[src/logic/eeprom_addr_defines.vh]
/*
 * constants for the serial memory address decode / write protect block.
 * assumes inclusion by bare name from the design file.
 */
`ifndef EEPROM_ADDR_DEFINES_VH
`define EEPROM_ADDR_DEFINES_VH
// ---------------------------------------------------------------------
// apb register map
// ---------------------------------------------------------------------
`define REG_CTRL          12'h000
`define REG_STATUS        12'h004
`define REG_ADDR          12'h008
`define REG_WDATA         12'h00c
// ctrl fields
`define CTRL_NV_DONE_BIT  0
// status fields
`define ST_ACTIVE_BIT     0
`define ST_BUSY_BIT       1
`define ST_RW_BIT         2
`define ST_PROT_BIT       3
`define ST_MISS_BIT       4
// ---------------------------------------------------------------------
// slave byte layout
// ---------------------------------------------------------------------
// device type code: arbitrary value, does not name any real part
`define TYPE_CODE         4'h5
`define MSB_HALF_BIT      8
// ---------------------------------------------------------------------
// timing
// ---------------------------------------------------------------------
`define CLK_MHZ           250
`define STBY_DELAY_NS     200
`define STBY_DELAY_CYC    ((`STBY_DELAY_NS * `CLK_MHZ) / 1000)
`define NV_WRITE_CYCLE_US 5000
`define NV_WRITE_CYCLE_CYC (`NV_WRITE_CYCLE_US * `CLK_MHZ)
`define MISMATCH_CLOCKS   9
`endif

[src/logic/eeprom_addr_decode.v]
/*
 * two-wire slave address decode, word address sourcing, upper half write
 * protection and active/standby control, with an apb status/control view.
 * assumes scl/sda arrive asynchronously and are synchronised here; the
 * external bus resolves sda from the open-drain enable.
 * limitations: read data is never shifted out, page writes are not
 * sequenced and the address counter does not advance after a transfer;
 * the array itself lives outside this block and takes word_addr_o and
 * nv_write_start_o. the straps are expected to stay still while the
 * bus is busy, so they pass the same two flops as the bus lines and no
 * glitch filter. the ack lags scl fall by about three clocks, which the
 * bus low time covers many times over at any legal scl rate.
 * a protected write is refused on its data byte: the slave byte and the
 * word address are still acknowledged, and the address is loaded.
 * all status flags reset to zero.
 */
`timescale 1ns/1ps
`include "eeprom_addr_defines.vh"

module eeprom_addr_decode #(
    parameter NV_WRITE_CYC = `NV_WRITE_CYCLE_CYC
) (
    input  wire        clk_i,
    input  wire        resetn_i,
    input  wire        scl_i,
    input  wire        sda_i,
    input  wire        select_one_pin_i,
    input  wire        select_two_pin_i,
    input  wire        protect_pin_i,
    input  wire        psel_i,
    input  wire        penable_i,
    input  wire        pwrite_i,
    input  wire [11:0] paddr_i,
    input  wire [31:0] pwdata_i,
    output reg  [31:0] prdata_o,
    output reg         pready_o,
    output reg         pslverr_o,
    output reg         sda_o,
    output reg         sda_oe_n_o,
    output reg         active_o,
    output reg  [8:0]  word_addr_o,
    output reg         rw_o,
    output reg         nv_write_start_o
);
    localparam STBY_CYC = (`STBY_DELAY_CYC < 1) ? 1 : `STBY_DELAY_CYC;
    // ninth scl rise after a start ends a mismatched slave byte
    localparam integer MISS_CLKS = `MISMATCH_CLOCKS;

    // S_MISS also covers busy and protected refusals: all stay silent
    localparam S_IDLE  = 3'h0;
    localparam S_SLAVE = 3'h1;
    localparam S_SACK  = 3'h2;
    localparam S_WADDR = 3'h3;
    localparam S_WACK  = 3'h4;
    localparam S_DATA  = 3'h5;
    localparam S_DACK  = 3'h6;
    localparam S_MISS  = 3'h7;

    // -----------------------------------------------------------------
    // input synchronisers
    // -----------------------------------------------------------------
    // protect resets low so the first clocks after reset never block writes
    reg [1:0] scl_s;
    reg [1:0] sda_s;
    reg [1:0] s1_s;
    reg [1:0] s2_s;
    reg [1:0] wp_s;
    reg       scl_d;
    reg       sda_d;
    always @(posedge clk_i) begin
        if (!resetn_i) begin
            scl_s <= 2'h3;
            sda_s <= 2'h3;
            s1_s  <= 2'h0;
            s2_s  <= 2'h0;
            wp_s  <= 2'h0;
            scl_d <= 1'b1;
            sda_d <= 1'b1;
        end else begin
            scl_s <= {scl_s[0], scl_i};
            sda_s <= {sda_s[0], sda_i};
            s1_s  <= {s1_s[0], select_one_pin_i};
            s2_s  <= {s2_s[0], select_two_pin_i};
            wp_s  <= {wp_s[0], protect_pin_i};
            scl_d <= scl_s[1];
            sda_d <= sda_s[1];
        end
    end
    wire scl    = scl_s[1];
    wire sda    = sda_s[1];
    wire scl_rise = scl & ~scl_d;
    wire scl_fall = ~scl & scl_d;
    // start and stop compare delayed copies, so sda and scl share one latency
    wire start_det = scl & scl_d & sda_d & ~sda;
    wire stop_det  = scl & scl_d & ~sda_d & sda;

    // -----------------------------------------------------------------
    // protocol state
    // -----------------------------------------------------------------
    reg [2:0]  state;
    reg [3:0]  bitcnt;
    reg [7:0]  shift;
    reg        addr_msb;
    reg [8:0]  addr_cnt;
    reg        nv_busy;
    reg [31:0] nv_cnt;
    reg        data_seen;
    reg        stby_pend;
    reg [7:0]  stby_cnt;
    reg        miss_flag;
    reg        prot_flag;
    reg        sw_done;
    reg [7:0]  wdata_last;
    reg [3:0]  start_clks;

    wire [7:0] next_shift = {shift[6:0], sda};
    // only bits 7 to 2 of the complete byte are compared
    wire       type_ok    = (next_shift[7:4] == `TYPE_CODE);
    wire       select_ok  = (next_shift[3] == s2_s[1]) && (next_shift[2] == s1_s[1]);
    wire       sel_match  = type_ok && select_ok;
    // upper half locked while protect is high
    // addr_msb alone marks the upper half, so no compare is needed
    wire       wr_blocked = wp_s[1] & addr_msb;
    // a stop launches a write only after a full data byte and its ack
    wire       write_stop = (state != S_IDLE) && (state != S_MISS) && !rw_o && data_seen && !nv_busy;

    always @(posedge clk_i) begin
        if (!resetn_i) begin
            state            <= S_IDLE;
            bitcnt           <= 4'h0;
            shift            <= 8'h00;
            addr_msb         <= 1'b0;
            addr_cnt         <= 9'h000;
            nv_busy          <= 1'b0;
            nv_cnt           <= 32'h0;
            data_seen        <= 1'b0;
            stby_pend        <= 1'b0;
            stby_cnt         <= 8'h00;
            miss_flag        <= 1'b0;
            prot_flag        <= 1'b0;
            sda_o            <= 1'b1;
            sda_oe_n_o       <= 1'b1;
            active_o         <= 1'b0;
            word_addr_o      <= 9'h000;
            rw_o             <= 1'b0;
            nv_write_start_o <= 1'b0;
            wdata_last       <= 8'h00;
            start_clks       <= 4'h0;
        end else begin
            nv_write_start_o <= 1'b0;
            sda_o            <= 1'b0;
            // scl rises since the last start, saturating
            if (start_det) begin
                start_clks <= 4'h0;
            end else if (scl_rise && start_clks != 4'hf) begin
                start_clks <= start_clks + 4'h1;
            end
            // software may cut the write cycle short through the control register
            // standby only when the write cycle finishes
            if (nv_busy) begin
                if (nv_cnt >= NV_WRITE_CYC - 1 || sw_done) begin
                    nv_busy  <= 1'b0;
                    active_o <= 1'b0;
                end else begin
                    nv_cnt <= nv_cnt + 32'h1;
                end
            end
            // fixed delay after a stop without write
            // a fresh start below cancels a pending standby
            if (stby_pend) begin
                if (stby_cnt >= STBY_CYC - 1) begin
                    stby_pend <= 1'b0;
                    if (!nv_busy) begin
                        active_o <= 1'b0;
                    end
                end else begin
                    stby_cnt <= stby_cnt + 8'h01;
                end
            end
            if (start_det) begin
                active_o   <= 1'b1;
                stby_pend  <= 1'b0;
                state      <= S_SLAVE;
                bitcnt     <= 4'h0;
                sda_oe_n_o <= 1'b1;
                miss_flag  <= 1'b0;
            end else if (stop_det) begin
                sda_oe_n_o <= 1'b1;
                if (write_stop) begin
                    nv_busy          <= 1'b1;
                    nv_cnt           <= 32'h0;
                    nv_write_start_o <= 1'b1;
                end else if (!nv_busy) begin
                    stby_pend <= 1'b1;
                    stby_cnt  <= 8'h00;
                end
                data_seen <= 1'b0;
                state     <= S_IDLE;
            end else begin
                case (state)
                    S_SLAVE: begin
                        if (scl_rise) begin
                            shift  <= next_shift;
                            bitcnt <= bitcnt + 4'h1;
                            if (bitcnt == 4'h7) begin
                                // rw_o keeps the last slave byte's lsb until the next one
                                addr_msb <= next_shift[1];
                                rw_o     <= next_shift[0];
                                if (sel_match && !nv_busy) begin
                                    state <= S_SACK;
                                    // counter keeps its reset value until first loaded
                                    if (next_shift[0]) begin
                                        word_addr_o <= addr_cnt;
                                    end
                                end else begin
                                    state     <= S_MISS;
                                    miss_flag <= ~sel_match;
                                    bitcnt    <= 4'h0;
                                end
                            end
                        end
                    end
                    S_SACK, S_WACK, S_DACK: begin
                        // ack driven over the ninth clock
                        if (scl_fall && sda_oe_n_o) begin
                            sda_oe_n_o <= 1'b0;
                        end else if (scl_fall && !sda_oe_n_o) begin
                            // released on the next fall, so the ack holds over the whole high phase
                            sda_oe_n_o <= 1'b1;
                            bitcnt     <= 4'h0;
                            if (state == S_DACK) begin
                                data_seen <= 1'b1;
                            end
                            if (state == S_SACK && !rw_o) begin
                                state <= S_WADDR;
                            end else if (state == S_SACK) begin
                                state <= S_IDLE;
                            end else begin
                                state <= S_DATA;
                            end
                        end
                    end
                    S_WADDR: begin
                        if (scl_rise) begin
                            shift  <= next_shift;
                            bitcnt <= bitcnt + 4'h1;
                            if (bitcnt == 4'h7) begin
                                word_addr_o <= {addr_msb, next_shift};
                                addr_cnt    <= {addr_msb, next_shift};
                                state       <= S_WACK;
                                bitcnt      <= 4'h0;
                            end
                        end
                    end
                    S_DATA: begin
                        if (scl_rise) begin
                            shift  <= next_shift;
                            bitcnt <= bitcnt + 4'h1;
                            if (bitcnt == 4'h7) begin
                                bitcnt <= 4'h0;
                                // the data byte is shifted in in full before it is refused
                                // protected write abandoned
                                if (wr_blocked) begin
                                    prot_flag <= 1'b1;
                                    data_seen <= 1'b0;
                                    state     <= S_MISS;
                                end else begin
                                    wdata_last <= next_shift;
                                    state      <= S_DACK;
                                end
                            end
                        end
                    end
                    S_MISS: begin
                        sda_oe_n_o <= 1'b1;
                        // the ninth rise after the start ends the mismatched byte
                        if (scl_rise && !nv_busy && miss_flag && start_clks == MISS_CLKS - 1) begin
                            active_o <= 1'b0;
                        end
                    end
                    default: begin
                        sda_oe_n_o <= 1'b1;
                    end
                endcase
            end
        end
    end

    // -----------------------------------------------------------------
    // apb slave, zero wait state
    // -----------------------------------------------------------------
    // status reads are a snapshot taken in the setup cycle
    wire apb_acc = psel_i & penable_i;
    wire known   = (paddr_i == `REG_CTRL) || (paddr_i == `REG_STATUS) ||
                   (paddr_i == `REG_ADDR) || (paddr_i == `REG_WDATA);
    always @(posedge clk_i) begin
        if (!resetn_i) begin
            prdata_o  <= 32'h0;
            pready_o  <= 1'b0;
            pslverr_o <= 1'b0;
            sw_done   <= 1'b0;
        end else begin
            // pready rises with penable and drops straight after
            pready_o  <= psel_i & ~pready_o;
            pslverr_o <= psel_i & ~pready_o & ~known;
            // early end of the write cycle, one pulse
            sw_done   <= apb_acc & pready_o & pwrite_i & (paddr_i == `REG_CTRL) &
                         pwdata_i[`CTRL_NV_DONE_BIT];
            case (paddr_i)
                `REG_STATUS: prdata_o <= {27'h0, miss_flag, prot_flag, rw_o, nv_busy, active_o};
                `REG_ADDR:   prdata_o <= {23'h0, word_addr_o};
                `REG_WDATA:  prdata_o <= {24'h0, wdata_last};
                default:     prdata_o <= 32'h0;
            endcase
        end
    end
endmodule

[config.mk]
export PLATFORM = sky130hd
export DESIGN_NAME = eeprom_addr_decode
export DESIGN_NICKNAME = d
export VERILOG_FILES = /design/src/logic/eeprom_addr_decode.v
export VERILOG_INCLUDE_DIRS = /design/src /design/src/logic
export SDC_FILE = /design/constraint.sdc
export NUM_CORES = 1
export LEC_CHECK = 0
export BUFFER_PORTS_ARGS = -buffer_cell sky130_fd_sc_hd__buf_4
export CAP_MARGIN = 20
export CORE_MARGIN = 5
export CORE_UTILIZATION = 52
export CTS_BUF_LIST = sky130_fd_sc_hd__clkbuf_16
export CTS_CLUSTER_SIZE = 24
export DETAILED_ROUTE_END_ITERATION = 6
export PLACE_DENSITY = 0.76
export SKIP_LAST_GASP = 1
export SYNTH_ARGS = -nofsm -noshare
export SYNTH_HDL_FRONTEND = slang
export SYNTH_SLANG_ARGS = --single-unit
[constraint.sdc]
create_clock -name clk_i -period 2.42 [get_ports clk_i]
set_input_delay 0.121 -clock clk_i [delete_from_list [all_inputs] [get_ports clk_i]]
set_output_delay 0.121 -clock clk_i [all_outputs]
set_load 0.02 [all_outputs]
==> impl_metrics.sql <==
INSERT INTO impl_metrics (metric_group, metric, value, unit) VALUES
('detailed_routing', 'first_pass_iters', '5', ''),
('cts', 'inserted_clock_buffers', '17', ''),
('synth', 'synth.yosys.seq_area_share', '0.452', ''),
('sta', 'relSlewSlack', '0.516', ''),
('setup_path', 'cp_slowest_stage_delay', '0.47', 'ns'),
('status', 'outcome', 'completed', ''),
('finish', 'final_cells', '798', ''),
('detailed_routing', 'drt_wl_cell', '14.4', 'um'),
('cts', 'ctsRootBufferMaster', 'clkbuf_16', ''),
('synth', 'yosys_warnings', '0', ''),
('floorplan', 'die-height', '111', 'um'),
('floorplan', 'die_outline_area', '12200', 'um2'),
('global_routing', 'antenna_violations_before_repair', '0', ''),
('cts', 'h-tree-depth', '4', ''),
('placed_design', 'globalplace.congestion', '0.840', ''),
('floorplan', 'die_width', '111', 'um'),
('global_routing', 'grt_use_total', '0.192', ''),
('sta', 'final_period_minus_worst_setup_slack', '2.29', 'ns'),
('finish', 'leading_cell_type_in_the_layout_fill_and_taps_excluded', 'dfxtp_1', ''),
('setup_path', 'critPathArrivalTime', '2.63', 'ns'),
('finish', 'layout-drive-gt1-share', '0.177', ''),
('sta', 'max_freq', '436', 'MHz'),
('cts', 'clock_latency', '0.41', 'ns'),
('placed_design', 'port_buffers', '47', ''),
('synth', 'synth_enable_flop_cells', '0', ''),
('sta', 'hold_violations', '0', ''),
('detailed_routing', 'detail_route.drc_violations', '0', ''),
('setup_path', 'data_required_time_of_the_critical_path', '2.76', 'ns'),
('detailed_routing', 'detailedRoute.firstIterationViolations', '212', ''),
('cts', 'cts.sinks', '119', ''),
('power_and_ir_drop', 'ir_drop', '0.000605', 'V'),
('power_and_ir_drop', 'internal-power', '0.00357', 'W'),
('global_routing', 'grt_pass1_wl', '19700', 'um'),
('setup_path', 'timing.critical_path.from_type', 'register', ''),
('power_and_ir_drop', 'p_leak', '2.46', 'nW'),
('sta', 'timing_worst_slew_pin_value', '0.726', 'ns'),
('power_and_ir_drop', 'swShare', '0.228', ''),
('setup_path', 'critical_path.n_buffers_inverters', '1', ''),
('sta', 'fin_tns_setup', '0', 'ns'),
('sta', 'unrepaired_setup_endpoints_after_global_routing', 'false', ''),
('sta', 'final-max-slew-violation-count', '0', ''),
('setup_path', 'timing.critical_path.max_delay_family', 'compound AO/OA/AOI/OAI gates', ''),
('synth', 'netlist_area', '5270', 'um2'),
('sta', 'report.final.setup_viol', '0', ''),
('detailed_routing', 'totalWireLength', '11500', 'um'),
('worst_hold_path', 'hold_path_class', 'input pin to register', ''),
('job', 'drv_cap', '0', ''),
('power_and_ir_drop', 'power_dens_cells', '726', 'nW/um2'),
('setup_path', 'critical_path_class', 'register to register', ''),
('finish', 'fillerInstances', '831', ''),
('finish', 'mostFrequentLayoutCells', 'dfxtp_1, buf_4, nor2_1, a21oi_1, nand2_1', ''),
('synth', 'postSynthRegisterBits', '119', ''),
('placed_design', 'dp_hpwl', '8020', 'um'),
('floorplan', 'core_region_area', '9820', 'um2'),
('setup_path', 'critPathMaxFanout', '16', ''),
('detailed_routing', 'routed-via-count', '4386', ''),
('cts', 'clk_path_buf_depth', '2', ''),
('setup_path', 'regToRegSetupSlack', '0.13', 'ns'),
('global_routing', 'grt_pass1_vias', '4262', ''),
('setup_path', 'timing.critical_path.to_type', 'register', ''),
('power_and_ir_drop', 'clock_power_share', '0.536', ''),
('sta', 'finClkSkew', '0.00782', 'ns'),
('finish', 'antenna-diode-count', '0', ''),
('synth', 'synthDistinctLibCells', '60', ''),
('cts', 'clk_pin_slew_worst_paths', '0.06', 'ns'),
('power_and_ir_drop', 'p_comb_frac', '0.034', ''),
('sta', 'period_utilization', '0.948', ''),
('floorplan', 'initial_util', '0.537', ''),
('synth', 'syn_inst', '590', ''),
('finish', 'nNetsFinal', '713', ''),
('global_routing', 'grt-ovfl-total', '0', '');
==> metal layers <==
metal	wire length (um)	track usage
met5	0	0
met4	216	0.0739
met2	6070	0.341
met3	380	0.0535
met1	4870	0.218
==> stage by stage <==
stage               cell area [um2]  setup WS (ns)  hold WS [ns]
floorplan                      5350          0.331         0.222
global placement               5720          0.145         0.304
detailed placement             5720         0.0970         0.310
CTS                            6370         0.0829       0.00264
global route                   6370         0.0503        0.0126
finish                         6370          0.126        0.0193
==> synth_stat cells (all sizes together), types with 4 or more instances <==
library cell    n  area, um2
nor3           12       65.1
a211oi         10       80.1
nand2          41        154
or4            14        105
nor3b           4       30.0
mux2i          30        300
nand2b         12       75.1
buf            30        221
and3            4       25.0
inv             9       33.8
or3            10       62.6
clkbuf         22       82.6
nor2           66        250
nand3          24        120
dfxtp         119       2380
ha              7       87.6
o31ai          11       82.6
nand4          12       75.1
a21oi          45        225
nor4            6       50.0
xnor2           6       52.6
nor2b           5       31.3
a22oi           6       45.0
mux2            4       45.0
xor2            4       35.0
o21ai          19       95.1
and2           19        119
==> timing repair <==
item,4_1_cts,5_1_grt
buffers inserted,0,0
gates resized for setup,0,1
hold buffers,6,0
endpoints found under the setup margin,0,4
hold endpoints to repair,6,0
==> cells by family (layout without fill, tap and decap cells) <==
family	after synthesis	after routing	synth area share
buffers and inverters	61	114	0.0641
XOR/XNOR	10	10	0.0166
multiplexers	34	34	0.0655
flip-flops	119	119	0.452
AND/OR/NAND/NOR	245	245	0.249
AO/OA/AOI/OAI	113	113	0.136
adder cells (fa/ha/maj)	7	7	0.0166
other	1	23	0.000712
==> power groups by stage <==
stage | logic (W) | clock network (W) | registers, W
2_1_floorplan | 0.000124 | 0 | 0.00203
3_3_place_gp | 0.000143 | 0 | 0.00203
3_5_place_dp | 0.000147 | 0 | 0.00203
4_1_cts | 0.000155 | 0.00252 | 0.00199
5_1_grt | 0.000171 | 0.00264 | 0.00199
6_report | 0.000157 | 0.00248 | 0.00199
==> state kept, by name (all words and copies together) (netlist names), 3 cells and up <==
name,count
bitcnt,4
nv_cnt,32
state,3
start_clks,4
shift,7
addr_cnt,9
wdata_last,8
prdata_o,9
stby_cnt,8
word_addr_o,9
==> area by class of cell <==
cell class | instances | area (um2) | share of cell area
Multi-Input combinational cell | 432 | 2630 | 0.413
Clock buffer | 17 | 425 | 0.0668
Clock inverter | 15 | 165 | 0.0259
Tap cell | 133 | 166 | 0.0261
Inverter | 9 | 33.8 | 0.00530
Timing Repair Buffer | 73 | 563 | 0.0884
Sequential cell | 119 | 2380 | 0.374
==> worst paths after layout <==
check / start / to / cells after the start
worst max register to register: nv_cnt[10] / nv_cnt[10] / 6
worst min-delay path: paddr_i[2] / prdata_o[8] / 2
worst min register to register: sda_s[0] / sda_s[1] / 1
worst max-delay path: nv_cnt[10] / nv_cnt[10] / 6
(Power assumes the default switching activity.)
